[src/xma_pkg.sv]
// package: register map, field positions, codes and timing for extended memory access
package xma_pkg;
  // serial register byte addresses
  localparam logic [7:0] XMA_ADR_WRITE_ADR = 8'h02;
  localparam logic [7:0] XMA_ADR_WDATA_HI = 8'h04;
  localparam logic [7:0] XMA_ADR_WDATA_LO = 8'h06;
  localparam logic [7:0] XMA_ADR_WRITE_CTL = 8'h08;
  localparam logic [7:0] XMA_ADR_READ_ADR = 8'h0A;
  localparam logic [7:0] XMA_ADR_READ_CTL = 8'h0C;
  localparam logic [7:0] XMA_ADR_RDATA_HI = 8'h0E;
  localparam logic [7:0] XMA_ADR_RDATA_LO = 8'h10;
  localparam logic [7:0] XMA_ADR_CTRL = 8'h1E;
  localparam logic [7:0] XMA_ADR_ERR = 8'h24;
  localparam logic [7:0] XMA_ADR_WARN = 8'h26;
  // field positions inside a 16-bit register
  localparam int XMA_BIT_START = 15;
  localparam int XMA_BIT_BUSY = 8;
  localparam int XMA_BIT_DONE = 0;
  localparam int XMA_BIT_CLR_ERR = 8;
  localparam int XMA_BIT_CLR_WARN = 9;
  localparam int XMA_BIT_XEE = 0;
  localparam int XMA_SPECIAL_LSB = 12;
  // extended address space
  localparam logic [7:0] XMA_EE_BASE = 8'h00;
  localparam logic [7:0] XMA_EE_LAST = 8'h1F;
  localparam logic [7:0] XMA_SH_BASE = 8'h40;
  localparam logic [7:0] XMA_SH_LAST = 8'h5F;
  localparam int XMA_WORDS = 32;
  // codes
  localparam logic [3:0] XMA_MARGIN_NORMAL = 4'h0;
  localparam logic [3:0] XMA_MARGIN_LOW = 4'h1;
  localparam logic [3:0] XMA_MARGIN_HIGH = 4'h2;
  localparam logic [7:0] XMA_INIT_MARGIN = 8'hA5;
  // timing at the 10 MHz system clock
  localparam int XMA_CLK_NS = 100;
  localparam int XMA_EE_WRITE_MS = 24;
  localparam int XMA_EE_READ_US = 2;
  localparam int XMA_EE_WRITE_CYC = XMA_EE_WRITE_MS * 1000000 / XMA_CLK_NS;
  localparam int XMA_EE_READ_CYC = XMA_EE_READ_US * 1000 / XMA_CLK_NS;
  localparam logic [15:0] XMA_ZERO16 = 16'h0000;
  localparam logic [31:0] XMA_ZERO32 = 32'h00000000;

  // one decoded register write from the serial front end
  typedef struct packed {
    logic        valid;
    logic [7:0]  addr;
    logic [15:0] data;
    logic [1:0]  be; // be[1] high byte at addr, be[0] low byte at addr+1
  } xma_wr_t;

  // one read strobe from the serial front end
  typedef struct packed {
    logic       valid;
    logic [7:0] addr;
  } xma_rd_t;

  // request to the nonvolatile array
  typedef struct packed {
    logic        read;
    logic        write;
    logic [4:0]  index;
    logic [31:0] wdata;
    logic [3:0]  margin;
  } xma_nvm_req_t;

  typedef enum logic [1:0] {XMA_OP_IDLE, XMA_OP_READ, XMA_OP_WRITE} xma_op_t;
endpackage : xma_pkg
[src/xma_core.sv]
// module: extended memory access engine behind the serial register map
`timescale 1ns/1ns
`default_nettype none
module xma_core #(
  parameter int EE_WRITE_CYC = xma_pkg::XMA_EE_WRITE_CYC
) (
  input wire logic clk_sys,
  input wire logic rst,
  input wire xma_pkg::xma_wr_t reg_wr,
  input wire xma_pkg::xma_rd_t reg_rd,
  input wire logic ee_unlocked,
  input wire logic shadow_unlocked,
  input wire logic [31:0] weak_zero,
  input wire logic [31:0] weak_one,
  output logic [15:0] reg_rdata,
  output logic [1:0] reg_rvalid,
  output logic serial_fault_flag_a,
  output logic serial_fault_flag_b,
  output logic interface_fault_flag
);
  import xma_pkg::*;

  // ==========================================================
  // declarations
  xma_wr_t wr_s1_ff, wr_s2_ff;
  xma_rd_t rd_s1_ff, rd_s2_ff;
  logic [7:0] write_adr_ff, read_adr_ff;
  logic [31:0] wdata_ff, rdata_ff;
  logic [31:0] shadow_ff [XMA_WORDS];
  logic [3:0] margin_ff;
  logic wip_ff, wdn_ff, rip_ff, rdn_ff;
  logic warn_xee_ff, err_xee_ff;
  logic [24:0] wcnt_ff;
  logic [4:0] rcnt_ff;
  xma_op_t op_ff;
  logic [31:0] nvm_rdata;
  xma_nvm_req_t nvm_req;
  logic wr_hit_ctl, rd_hit_ctl, start_w, start_r, ctrl_wr;
  logic w_is_ee, w_is_sh, r_is_ee, r_is_sh, w_ok, r_ok;
  logic [15:0] nxt_rdata;

  // ==========================================================
  // synchronise serial front-end strobes
  // two stages: the serial side runs off the host clock
  always_ff @(posedge clk_sys) begin
    if (rst) begin
      wr_s1_ff <= '0;
      wr_s2_ff <= '0;
      rd_s1_ff <= '0;
      rd_s2_ff <= '0;
    end else begin
      wr_s1_ff <= reg_wr;
      wr_s2_ff <= wr_s1_ff;
      rd_s1_ff <= reg_rd;
      rd_s2_ff <= rd_s1_ff;
    end
  end

  // ==========================================================
  // decode
  assign wr_hit_ctl = wr_s2_ff.valid && wr_s2_ff.be[1];
  assign start_w = wr_hit_ctl && wr_s2_ff.addr == XMA_ADR_WRITE_CTL && wr_s2_ff.data[XMA_BIT_START];
  assign rd_hit_ctl = wr_s2_ff.valid && wr_s2_ff.be[1];
  assign start_r = rd_hit_ctl && wr_s2_ff.addr == XMA_ADR_READ_CTL && wr_s2_ff.data[XMA_BIT_START];
  assign ctrl_wr = wr_s2_ff.valid && wr_s2_ff.addr == XMA_ADR_CTRL;
  assign w_is_ee = write_adr_ff <= XMA_EE_LAST;
  assign w_is_sh = write_adr_ff >= XMA_SH_BASE && write_adr_ff <= XMA_SH_LAST;
  assign r_is_ee = read_adr_ff <= XMA_EE_LAST;
  assign r_is_sh = read_adr_ff >= XMA_SH_BASE && read_adr_ff <= XMA_SH_LAST;
  assign w_ok = (w_is_ee && ee_unlocked) || (w_is_sh && shadow_unlocked);
  // all locations readable without unlock; unmapped ones abort
  assign r_ok = r_is_ee || r_is_sh;

  // ==========================================================
  // host-loaded address and data registers, byte granular
  always_ff @(posedge clk_sys) begin
    if (rst) begin
      write_adr_ff <= XMA_EE_BASE;
      read_adr_ff <= XMA_EE_BASE;
      wdata_ff <= XMA_ZERO32;
    end else if (wr_s2_ff.valid) begin
      case (wr_s2_ff.addr)
        XMA_ADR_WRITE_ADR: if (wr_s2_ff.be[0]) write_adr_ff <= wr_s2_ff.data[7:0];
        XMA_ADR_READ_ADR: if (wr_s2_ff.be[0]) read_adr_ff <= wr_s2_ff.data[7:0];
        XMA_ADR_WDATA_HI: begin
          if (wr_s2_ff.be[1]) wdata_ff[31:24] <= wr_s2_ff.data[15:8];
          if (wr_s2_ff.be[0]) wdata_ff[23:16] <= wr_s2_ff.data[7:0];
        end
        XMA_ADR_WDATA_LO: begin
          if (wr_s2_ff.be[1]) wdata_ff[15:8] <= wr_s2_ff.data[15:8];
          if (wr_s2_ff.be[0]) wdata_ff[7:0] <= wr_s2_ff.data[7:0];
        end
        default: ;
      endcase
    end
  end

  // ==========================================================
  // margin setting and initiate code
  always_ff @(posedge clk_sys) begin
    if (rst) begin
      margin_ff <= XMA_MARGIN_NORMAL;
    end else begin
      // the code takes effect only when written with the initiate key in the low byte of the same write
      if (ctrl_wr && wr_s2_ff.be[1] && wr_s2_ff.be[0] && wr_s2_ff.data[7:0] == XMA_INIT_MARGIN) begin
        margin_ff <= wr_s2_ff.data[XMA_SPECIAL_LSB +: 4];
      end
    end
  end

  // ==========================================================
  // shadow copies, one generate entry per word
  genvar gi;
  generate
    for (gi = 0; gi < XMA_WORDS; gi++) begin : g_shadow
      always_ff @(posedge clk_sys) begin
        if (rst) begin
          shadow_ff[gi] <= XMA_ZERO32;
        end else if (start_w && op_ff == XMA_OP_IDLE && w_ok && w_is_sh && write_adr_ff[4:0] == 5'(gi)) begin
          shadow_ff[gi] <= wdata_ff;
        end
      end
    end
  endgenerate

  // ==========================================================
  // nonvolatile array
  always_comb begin
    nvm_req.read = (op_ff == XMA_OP_READ);
    nvm_req.write = (op_ff == XMA_OP_WRITE) && wcnt_ff == 25'd1;
    nvm_req.index = (op_ff == XMA_OP_WRITE) ? write_adr_ff[4:0] : read_adr_ff[4:0];
    // check bits in 31:26, 25:24 never stored
    nvm_req.wdata = {wdata_ff[31:26], 2'b00, wdata_ff[23:0]};
    nvm_req.margin = margin_ff;
  end

  xma_nvm_cell u_nvm (
    .clk_sys(clk_sys),
    .rst(rst),
    .req(nvm_req),
    .weak_zero(weak_zero),
    .weak_one(weak_one),
    .rdata(nvm_rdata)
  );

  // ==========================================================
  // access sequencer; starts while busy are ignored
  always_ff @(posedge clk_sys) begin
    if (rst) begin
      op_ff <= XMA_OP_IDLE;
      wcnt_ff <= '0;
      rcnt_ff <= '0;
    end else begin
      case (op_ff)
        XMA_OP_IDLE: begin
          if (start_w && w_ok && w_is_ee) begin
            op_ff <= XMA_OP_WRITE;
            wcnt_ff <= 25'(EE_WRITE_CYC);
          end else if (start_r && r_ok && r_is_ee) begin
            op_ff <= XMA_OP_READ;
            rcnt_ff <= 5'(XMA_EE_READ_CYC);
          end
        end
        XMA_OP_WRITE: begin
          wcnt_ff <= wcnt_ff - 25'd1;
          if (wcnt_ff == 25'd1) op_ff <= XMA_OP_IDLE;
        end
        XMA_OP_READ: begin
          rcnt_ff <= rcnt_ff - 5'd1;
          if (rcnt_ff == 5'd1) op_ff <= XMA_OP_IDLE;
        end
        default: op_ff <= XMA_OP_IDLE;
      endcase
    end
  end

  // ==========================================================
  // write progress and done flags
  always_ff @(posedge clk_sys) begin
    if (rst) begin
      wip_ff <= 1'b0;
      wdn_ff <= 1'b0;
    end else if (op_ff == XMA_OP_WRITE) begin
      if (wcnt_ff == 25'd1) begin
        wip_ff <= 1'b0;
        wdn_ff <= 1'b1;
      end
    end else if (start_w && op_ff == XMA_OP_IDLE) begin
      // shadow or aborted writes finish at once
      wip_ff <= w_ok && w_is_ee;
      wdn_ff <= !(w_ok && w_is_ee);
    end
  end

  // ==========================================================
  // read progress, done flags and read data
  always_ff @(posedge clk_sys) begin
    if (rst) begin
      rip_ff <= 1'b0;
      rdn_ff <= 1'b0;
      rdata_ff <= XMA_ZERO32;
    end else if (op_ff == XMA_OP_READ) begin
      if (rcnt_ff == 5'd1) begin
        rip_ff <= 1'b0;
        rdn_ff <= 1'b1;
        rdata_ff <= nvm_rdata;
      end
    end else if (start_r && op_ff == XMA_OP_IDLE) begin
      rip_ff <= r_ok && r_is_ee;
      rdn_ff <= !(r_ok && r_is_ee);
      if (r_ok && r_is_sh) rdata_ff <= shadow_ff[read_adr_ff[4:0]];
    end
  end

  // ==========================================================
  // access warning and error bits; a new abort wins over a clear
  always_ff @(posedge clk_sys) begin
    if (rst) begin
      warn_xee_ff <= 1'b0;
      err_xee_ff <= 1'b0;
    end else begin
      if (op_ff == XMA_OP_IDLE && ((start_w && !w_ok) || (start_r && !r_ok))) begin
        warn_xee_ff <= 1'b1;
      end else if (ctrl_wr && wr_s2_ff.be[1] && wr_s2_ff.data[XMA_BIT_CLR_WARN]) begin
        warn_xee_ff <= 1'b0;
      end
      if (op_ff == XMA_OP_IDLE && start_w && !w_ok && w_is_ee) begin
        err_xee_ff <= 1'b1;
      end else if (ctrl_wr && wr_s2_ff.be[1] && wr_s2_ff.data[XMA_BIT_CLR_ERR]) begin
        err_xee_ff <= 1'b0;
      end
    end
  end

  // ==========================================================
  // read-back mux; start bits always read zero
  always_comb begin
    nxt_rdata = XMA_ZERO16;
    case (rd_s2_ff.addr)
      XMA_ADR_WRITE_ADR: nxt_rdata = {8'h00, write_adr_ff};
      XMA_ADR_WDATA_HI: nxt_rdata = wdata_ff[31:16];
      XMA_ADR_WDATA_LO: nxt_rdata = wdata_ff[15:0];
      XMA_ADR_WRITE_CTL: nxt_rdata = {7'h00, wip_ff, 7'h00, wdn_ff};
      XMA_ADR_READ_ADR: nxt_rdata = {8'h00, read_adr_ff};
      XMA_ADR_READ_CTL: nxt_rdata = {7'h00, rip_ff, 7'h00, rdn_ff};
      XMA_ADR_RDATA_HI: nxt_rdata = rdata_ff[31:16];
      XMA_ADR_RDATA_LO: nxt_rdata = rdata_ff[15:0];
      XMA_ADR_CTRL: nxt_rdata = {margin_ff, 12'h000};
      XMA_ADR_ERR: nxt_rdata = {15'h0000, err_xee_ff};
      XMA_ADR_WARN: nxt_rdata = {15'h0000, warn_xee_ff};
      default: nxt_rdata = XMA_ZERO16;
    endcase
  end

  // answer pipelined: a new read strobe may arrive every cycle
  always_ff @(posedge clk_sys) begin
    if (rst) begin
      reg_rdata <= XMA_ZERO16;
      reg_rvalid <= 2'b00;
    end else begin
      reg_rdata <= nxt_rdata;
      reg_rvalid <= {rd_s2_ff.valid, rd_s2_ff.valid};
    end
  end

  // ==========================================================
  // fault flags for the outer error register
  always_ff @(posedge clk_sys) begin
    if (rst) begin
      serial_fault_flag_a <= 1'b0;
      serial_fault_flag_b <= 1'b0;
      interface_fault_flag <= 1'b0;
    end else begin
      serial_fault_flag_a <= err_xee_ff;
      serial_fault_flag_b <= warn_xee_ff;
      // start while busy is dropped; flag it
      interface_fault_flag <= (start_w || start_r) && op_ff != XMA_OP_IDLE;
    end
  end
endmodule // xma_core
`default_nettype wire

[src/xma_nvm_cell.sv]
// module: nonvolatile word array model with margin read threshold
`timescale 1ns/1ns
`default_nettype none
module xma_nvm_cell (
  input wire logic clk_sys,
  input wire logic rst,
  input wire xma_pkg::xma_nvm_req_t req,
  input wire logic [31:0] weak_zero,
  input wire logic [31:0] weak_one,
  output logic [31:0] rdata
);
  import xma_pkg::*;

  logic [31:0] word_ff [XMA_WORDS];
  logic [31:0] stored;

  // ==========================================================
  // storage, one generate entry per word
  genvar gi;
  generate
    for (gi = 0; gi < XMA_WORDS; gi++) begin : g_word
      always_ff @(posedge clk_sys) begin
        if (rst) begin
          word_ff[gi] <= XMA_ZERO32;
        end else if (req.write && req.index == 5'(gi)) begin
          word_ff[gi] <= req.wdata;
        end
      end
    end
  endgenerate

  // ==========================================================
  // threshold shifted read
  // weak cells sit near the threshold; margin reads expose them
  always_comb begin
    stored = word_ff[req.index];
    case (req.margin)
      XMA_MARGIN_LOW: rdata = stored | weak_zero;
      XMA_MARGIN_HIGH: rdata = stored & ~weak_one;
      default: rdata = stored;
    endcase
  end
endmodule // xma_nvm_cell
`default_nettype wire

[config.mk]
export PLATFORM = sky130hd
export DESIGN_NAME = xma_core
export DESIGN_NICKNAME = d
export VERILOG_FILES = /design/src/xma_pkg.sv /design/src/xma_core.sv /design/src/xma_nvm_cell.sv
export SDC_FILE = /design/constraint.sdc
export NUM_CORES = 2
export LEC_CHECK = 0
export ABC_AREA = 1
export BUFFER_PORTS_ARGS = -buffer_cell sky130_fd_sc_hd__buf_2
export CORE_MARGIN = 2
export CORE_UTILIZATION = 45
export DETAILED_ROUTE_END_ITERATION = 8
export PLACE_DENSITY_LB_ADDON = 0.1
export SYNTH_ARGS = -nofsm -noshare
export SYNTH_HDL_FRONTEND = slang
export SYNTH_SLANG_ARGS = --single-unit
[constraint.sdc]
create_clock -name clk_sys -period 9.8 [get_ports clk_sys]
set_input_delay 0.98 -clock clk_sys [delete_from_list [all_inputs] [get_ports clk_sys]]
set_output_delay 0.98 -clock clk_sys [all_outputs]
set_load 0.05 [all_outputs]
==> summary.txt <==
Yosys
  • Syn_area_per_cell: between 9 and 10 µm²
  • Yosys Warn Count: 0
  • Top cell type's share of synthesized area: 59.5%
  • Count of cell types in the netlist: 41
  • Leading area contributor after synthesis: edfxtp_1
  • Main synth FF type: edfxtp_1
  • FF+latch count, synth: 2203
  • EDFF count, synth: ~2000
  • Most common cell in the netlist: nand2_1
  • Synth top cells by count: nand2_1 (2670), nor2_1 (2646), edfxtp_1 (1984)
  • Ys async rst share: 0%
  • Syn Inst Count: 10916
  • Dominant cells by area after synthesis: edfxtp_1 (60%), nand2_1 (10%), nor2_1 (9.9%), dfxtp_1 (4.4%), nand3_1 (3.8%)
  • Seq/Total Area, Yosys: between 60% and 70%
  • Cell Area, Synth: 100000 µm²
  • Synthesized Nets: 11024

Clock network
  • CTS Hold Bufs: 0
  • H-tree Lvls: 4
  • CTS Buf Count: 234
  • Insertion delay to the later sink of the worst-skew pair: 890 ps
  • Worst-path clk slew: about 60 ps
  • Post-CTS setup buffers: 0
  • Longest Clk Path Bufs: 3
  • Post-cts sizing count: 0
  • CTS tree: yes
  • Sink Count: 2203
  • Clk root buf: clkbuf_16

Cells and area
  • Register area: 64000 µm²
  • Area growth syn-to-layout: 10.4%
  • Fin util: 49.8%
  • Fin cells: 13709
  • Layout cells sized above 1: between 7 and 8%
  • Fin nets: 10641
  • Finished Cell Area: 110000 µm²
  • Multi-input logic area: roughly 32000 µm²
  • Filler instances: between 20000 and 25000

Floorplanning
  • # rows: 173
  • Initial core utilization: a little under half
  • Die area: 226000 µm²
  • Die Ht: 476 µm
  • Top-level I/O count: around 130
  • Core area: 222000 µm²
  • Die X: 476 µm

Timing
  • Fin crit share: between 50% and 60%
  • Final max-slew violation count: 0
  • RSZ-0062 raised after global routing: no
  • Setup violators final: 0
  • Fmax: 184 MHz
  • Worst Skew: 46.9 ps
  • Max-slew headroom: 12.9%
  • Min cycle time layout: 5440 ps
  • Worst-Margin Slew: 1300 ps
  • Fin. Hold Viols: 0
  • Setup TNS: 0 ps
  • WHS: 291 ps

Global routing
  • Vias in the first global route: 71861
  • Largest net degree at the start of global routing: 170
  • Gr usage total: 30.4%
  • First-pass GRT wire length: 503 mm
  • Initial antenna violation count: 12
  • GRT Residual Overflow: 0

Worst setup path
  • Setup CP Type: reg -> reg
  • Worst Reg-to-Reg Cells: 17
  • Required time worst endpoint: 10610 ps
  • R2r setup slk: 4360 ps
  • Critical Path End: rdata_ff[18]$_SDFFE_PP0P_
  • Worst setup path startpoint: op_ff[1]$_SDFFE_PP0P_
  • CP startpoint kind: register
  • WP data arrival: 6260 ps
  • R2R Path Start: op_ff[1]$_SDFFE_PP0P_
  • Critical-path maximum fanout: 77
  • Reg2reg end: rdata_ff[18]$_SDFFE_PP0P_
  • Critical Path End Type: register

Placed design
  • Post-DP HPWL: approximately 200 mm
  • Cell count after placement: 13272
  • Number of I/O port buffers: 122
  • GPL Wtd Cong: 0.925
  • Cell Area, Placed: 103000 µm²

Route
  • Vias: 77599
  • Routed wire per std cell: 25.6 µm
  • Antenna viol nets, final: 0
  • DRC viols: 0
  • Vias per cell: approximately 5.7
  • WL final: 351 mm
  • DR iter-0 viols: 8439
  • Drt first pass iters: 8

Power and ir drop
  • Pleak: 40.7 nW
  • Pwr dens: approximately 180 nW/µm²
  • Switching Fraction: 21.7%
  • Flop pwr share: between 50% and 60%
  • NetSw: 4.31 mW
  • Share of total power in combinational logic: 2.9%
  • Clock power frac: a little over two fifths
  • Internal cell power: 15.6 mW
  • Peak supply drop: 200 µV

Outcome
  • Status: complete, no violations

Run
  • Maxcap violations: 0

Worst hold path
  • Hold Crit Class: in -> reg
[metal layers]
layer,GRT usage (%),share of wire (%),vias up,wire [µm]
met5,0,0.020,-,71
met4,17.0,6.3,10,22100
met3,5.02,8.0,641,28200
met2,47.7,46,3398,162000
met1,40.3,39,38296,139000
li1,-,-,35254,-
[worst min-delay path by stage]
stage / startpoint / end / slack [ps] / cells after the start
after global routing: reg_wr[13] / wr_s1_ff[13]$_SDFF_PP0_ / 280 / 3
after CTS: reg_rd[6] / rd_s1_ff[6]$_SDFF_PP0_ / 260 / 3
after floorplan: rd_s1_ff[0]$_SDFF_PP0_ / rd_s2_ff[0]$_SDFF_PP0_ / 390 / 2
final: reg_rd[6] / rd_s1_ff[6]$_SDFF_PP0_ / 290 / 3
after global placement: rd_s1_ff[8]$_SDFF_PP0_ / rd_s2_ff[8]$_SDFF_PP0_ / 390 / 2
after detailed placement: wr_s1_ff[24]$_SDFF_PP0_ / wr_s2_ff[24]$_SDFF_PP0_ / 400 / 2
[stage by stage]
step	setup slack, ps	power, mW
after global placement	4440	11.4
after detailed placement	4440	11.4
after global routing	4090	20.4
after CTS	4410	20.0
after floorplan	5190	11.1
final	4360	19.9
[logic make-up after synthesis]
kind of cell	share of synthesized area, %
xor gates and xnor gates	0.0875
adders and majority gates	0.0500
AOI/OAI and AO/OA	6.31
buffers and inverters	5.38
and+or+nand+nor	24.3
DFF	63.9
[critical path, cell delays in order, from the launching register on]
cell     delay, ps
dfxtp_1        560
nand2_4        350
nand2_8        460
buf_4          740
buf_4          690
buf_4          830
nand3_1        140
nand2_1        110
nand2_1         50
nand2_1         90
nand2_1        110
nand2_1        180
inv_1          110
nand3_1         80
nand2_1        230
nand2_1        180
nand2_1        110
a21oi_1        140
[registers in the layout, indices dropped and copies added (netlist names), 5 cells and up, named ones only]
signal	flops
rcnt_ff	5
rd_s1_ff	9
rd_s2_ff	9
rdata_ff	32
read_adr_ff	8
reg_rdata	16
shadow_ff	1024
u_nvm.word_ff	960
wcnt_ff	25
wdata_ff	32
wr_s1_ff	27
wr_s2_ff	27
write_adr_ff	8
[power by group through the flow]
stage                     registers, mW  logic, mW  clock network (mW)
after floorplan                    10.8      0.305                   0
after global placement             10.8      0.562                   0
after detailed placement           10.8      0.564                   0
after CTS                          10.6      0.567                8.77
after global routing               10.6      0.611                9.11
final                              10.6      0.567                8.70
[final cells by class]
type,instances,share of cell area [%]
clock inverters,129,0.928
well taps,2975,3.37
diodes,2,0.00453
repair buffers,308,1.91
flip-flops and latches,2203,57.9
clock buffers,306,5.75
multi-input cells,7352,28.5
inverters,434,1.57
[placed cells by master, fill, tap and decap left out, types with 6 or more instances in the layout]
cell	synthesis	routed
inv_6	0	8
buf_4	4	179
bufinv_16	0	15
buf_2	209	121
edfxtp_1	1984	1984
nor3_1	16	16
o21ai_2	0	20
clkbuf_16	0	239
nor2_1	2646	2644
clkbuf_8	0	11
inv_1	419	387
nor2_4	3	7
nand4_1	10	10
clkinv_2	0	56
inv_2	12	8
o21ai_4	1	45
a21oi_1	247	247
nand3_2	10	33
clkinv_1	3	54
dfxtp_1	219	215
a31oi_1	13	13
buf_12	0	8
nand2_1	2670	2668
xnor2_1	6	6
o22ai_1	214	214
clkbuf_1	638	54
inv_4	0	26
nand3_1	762	737
or2_2	8	8
o21ai_0	692	628
No activity file was read; power rests on OpenSTA's default activity.
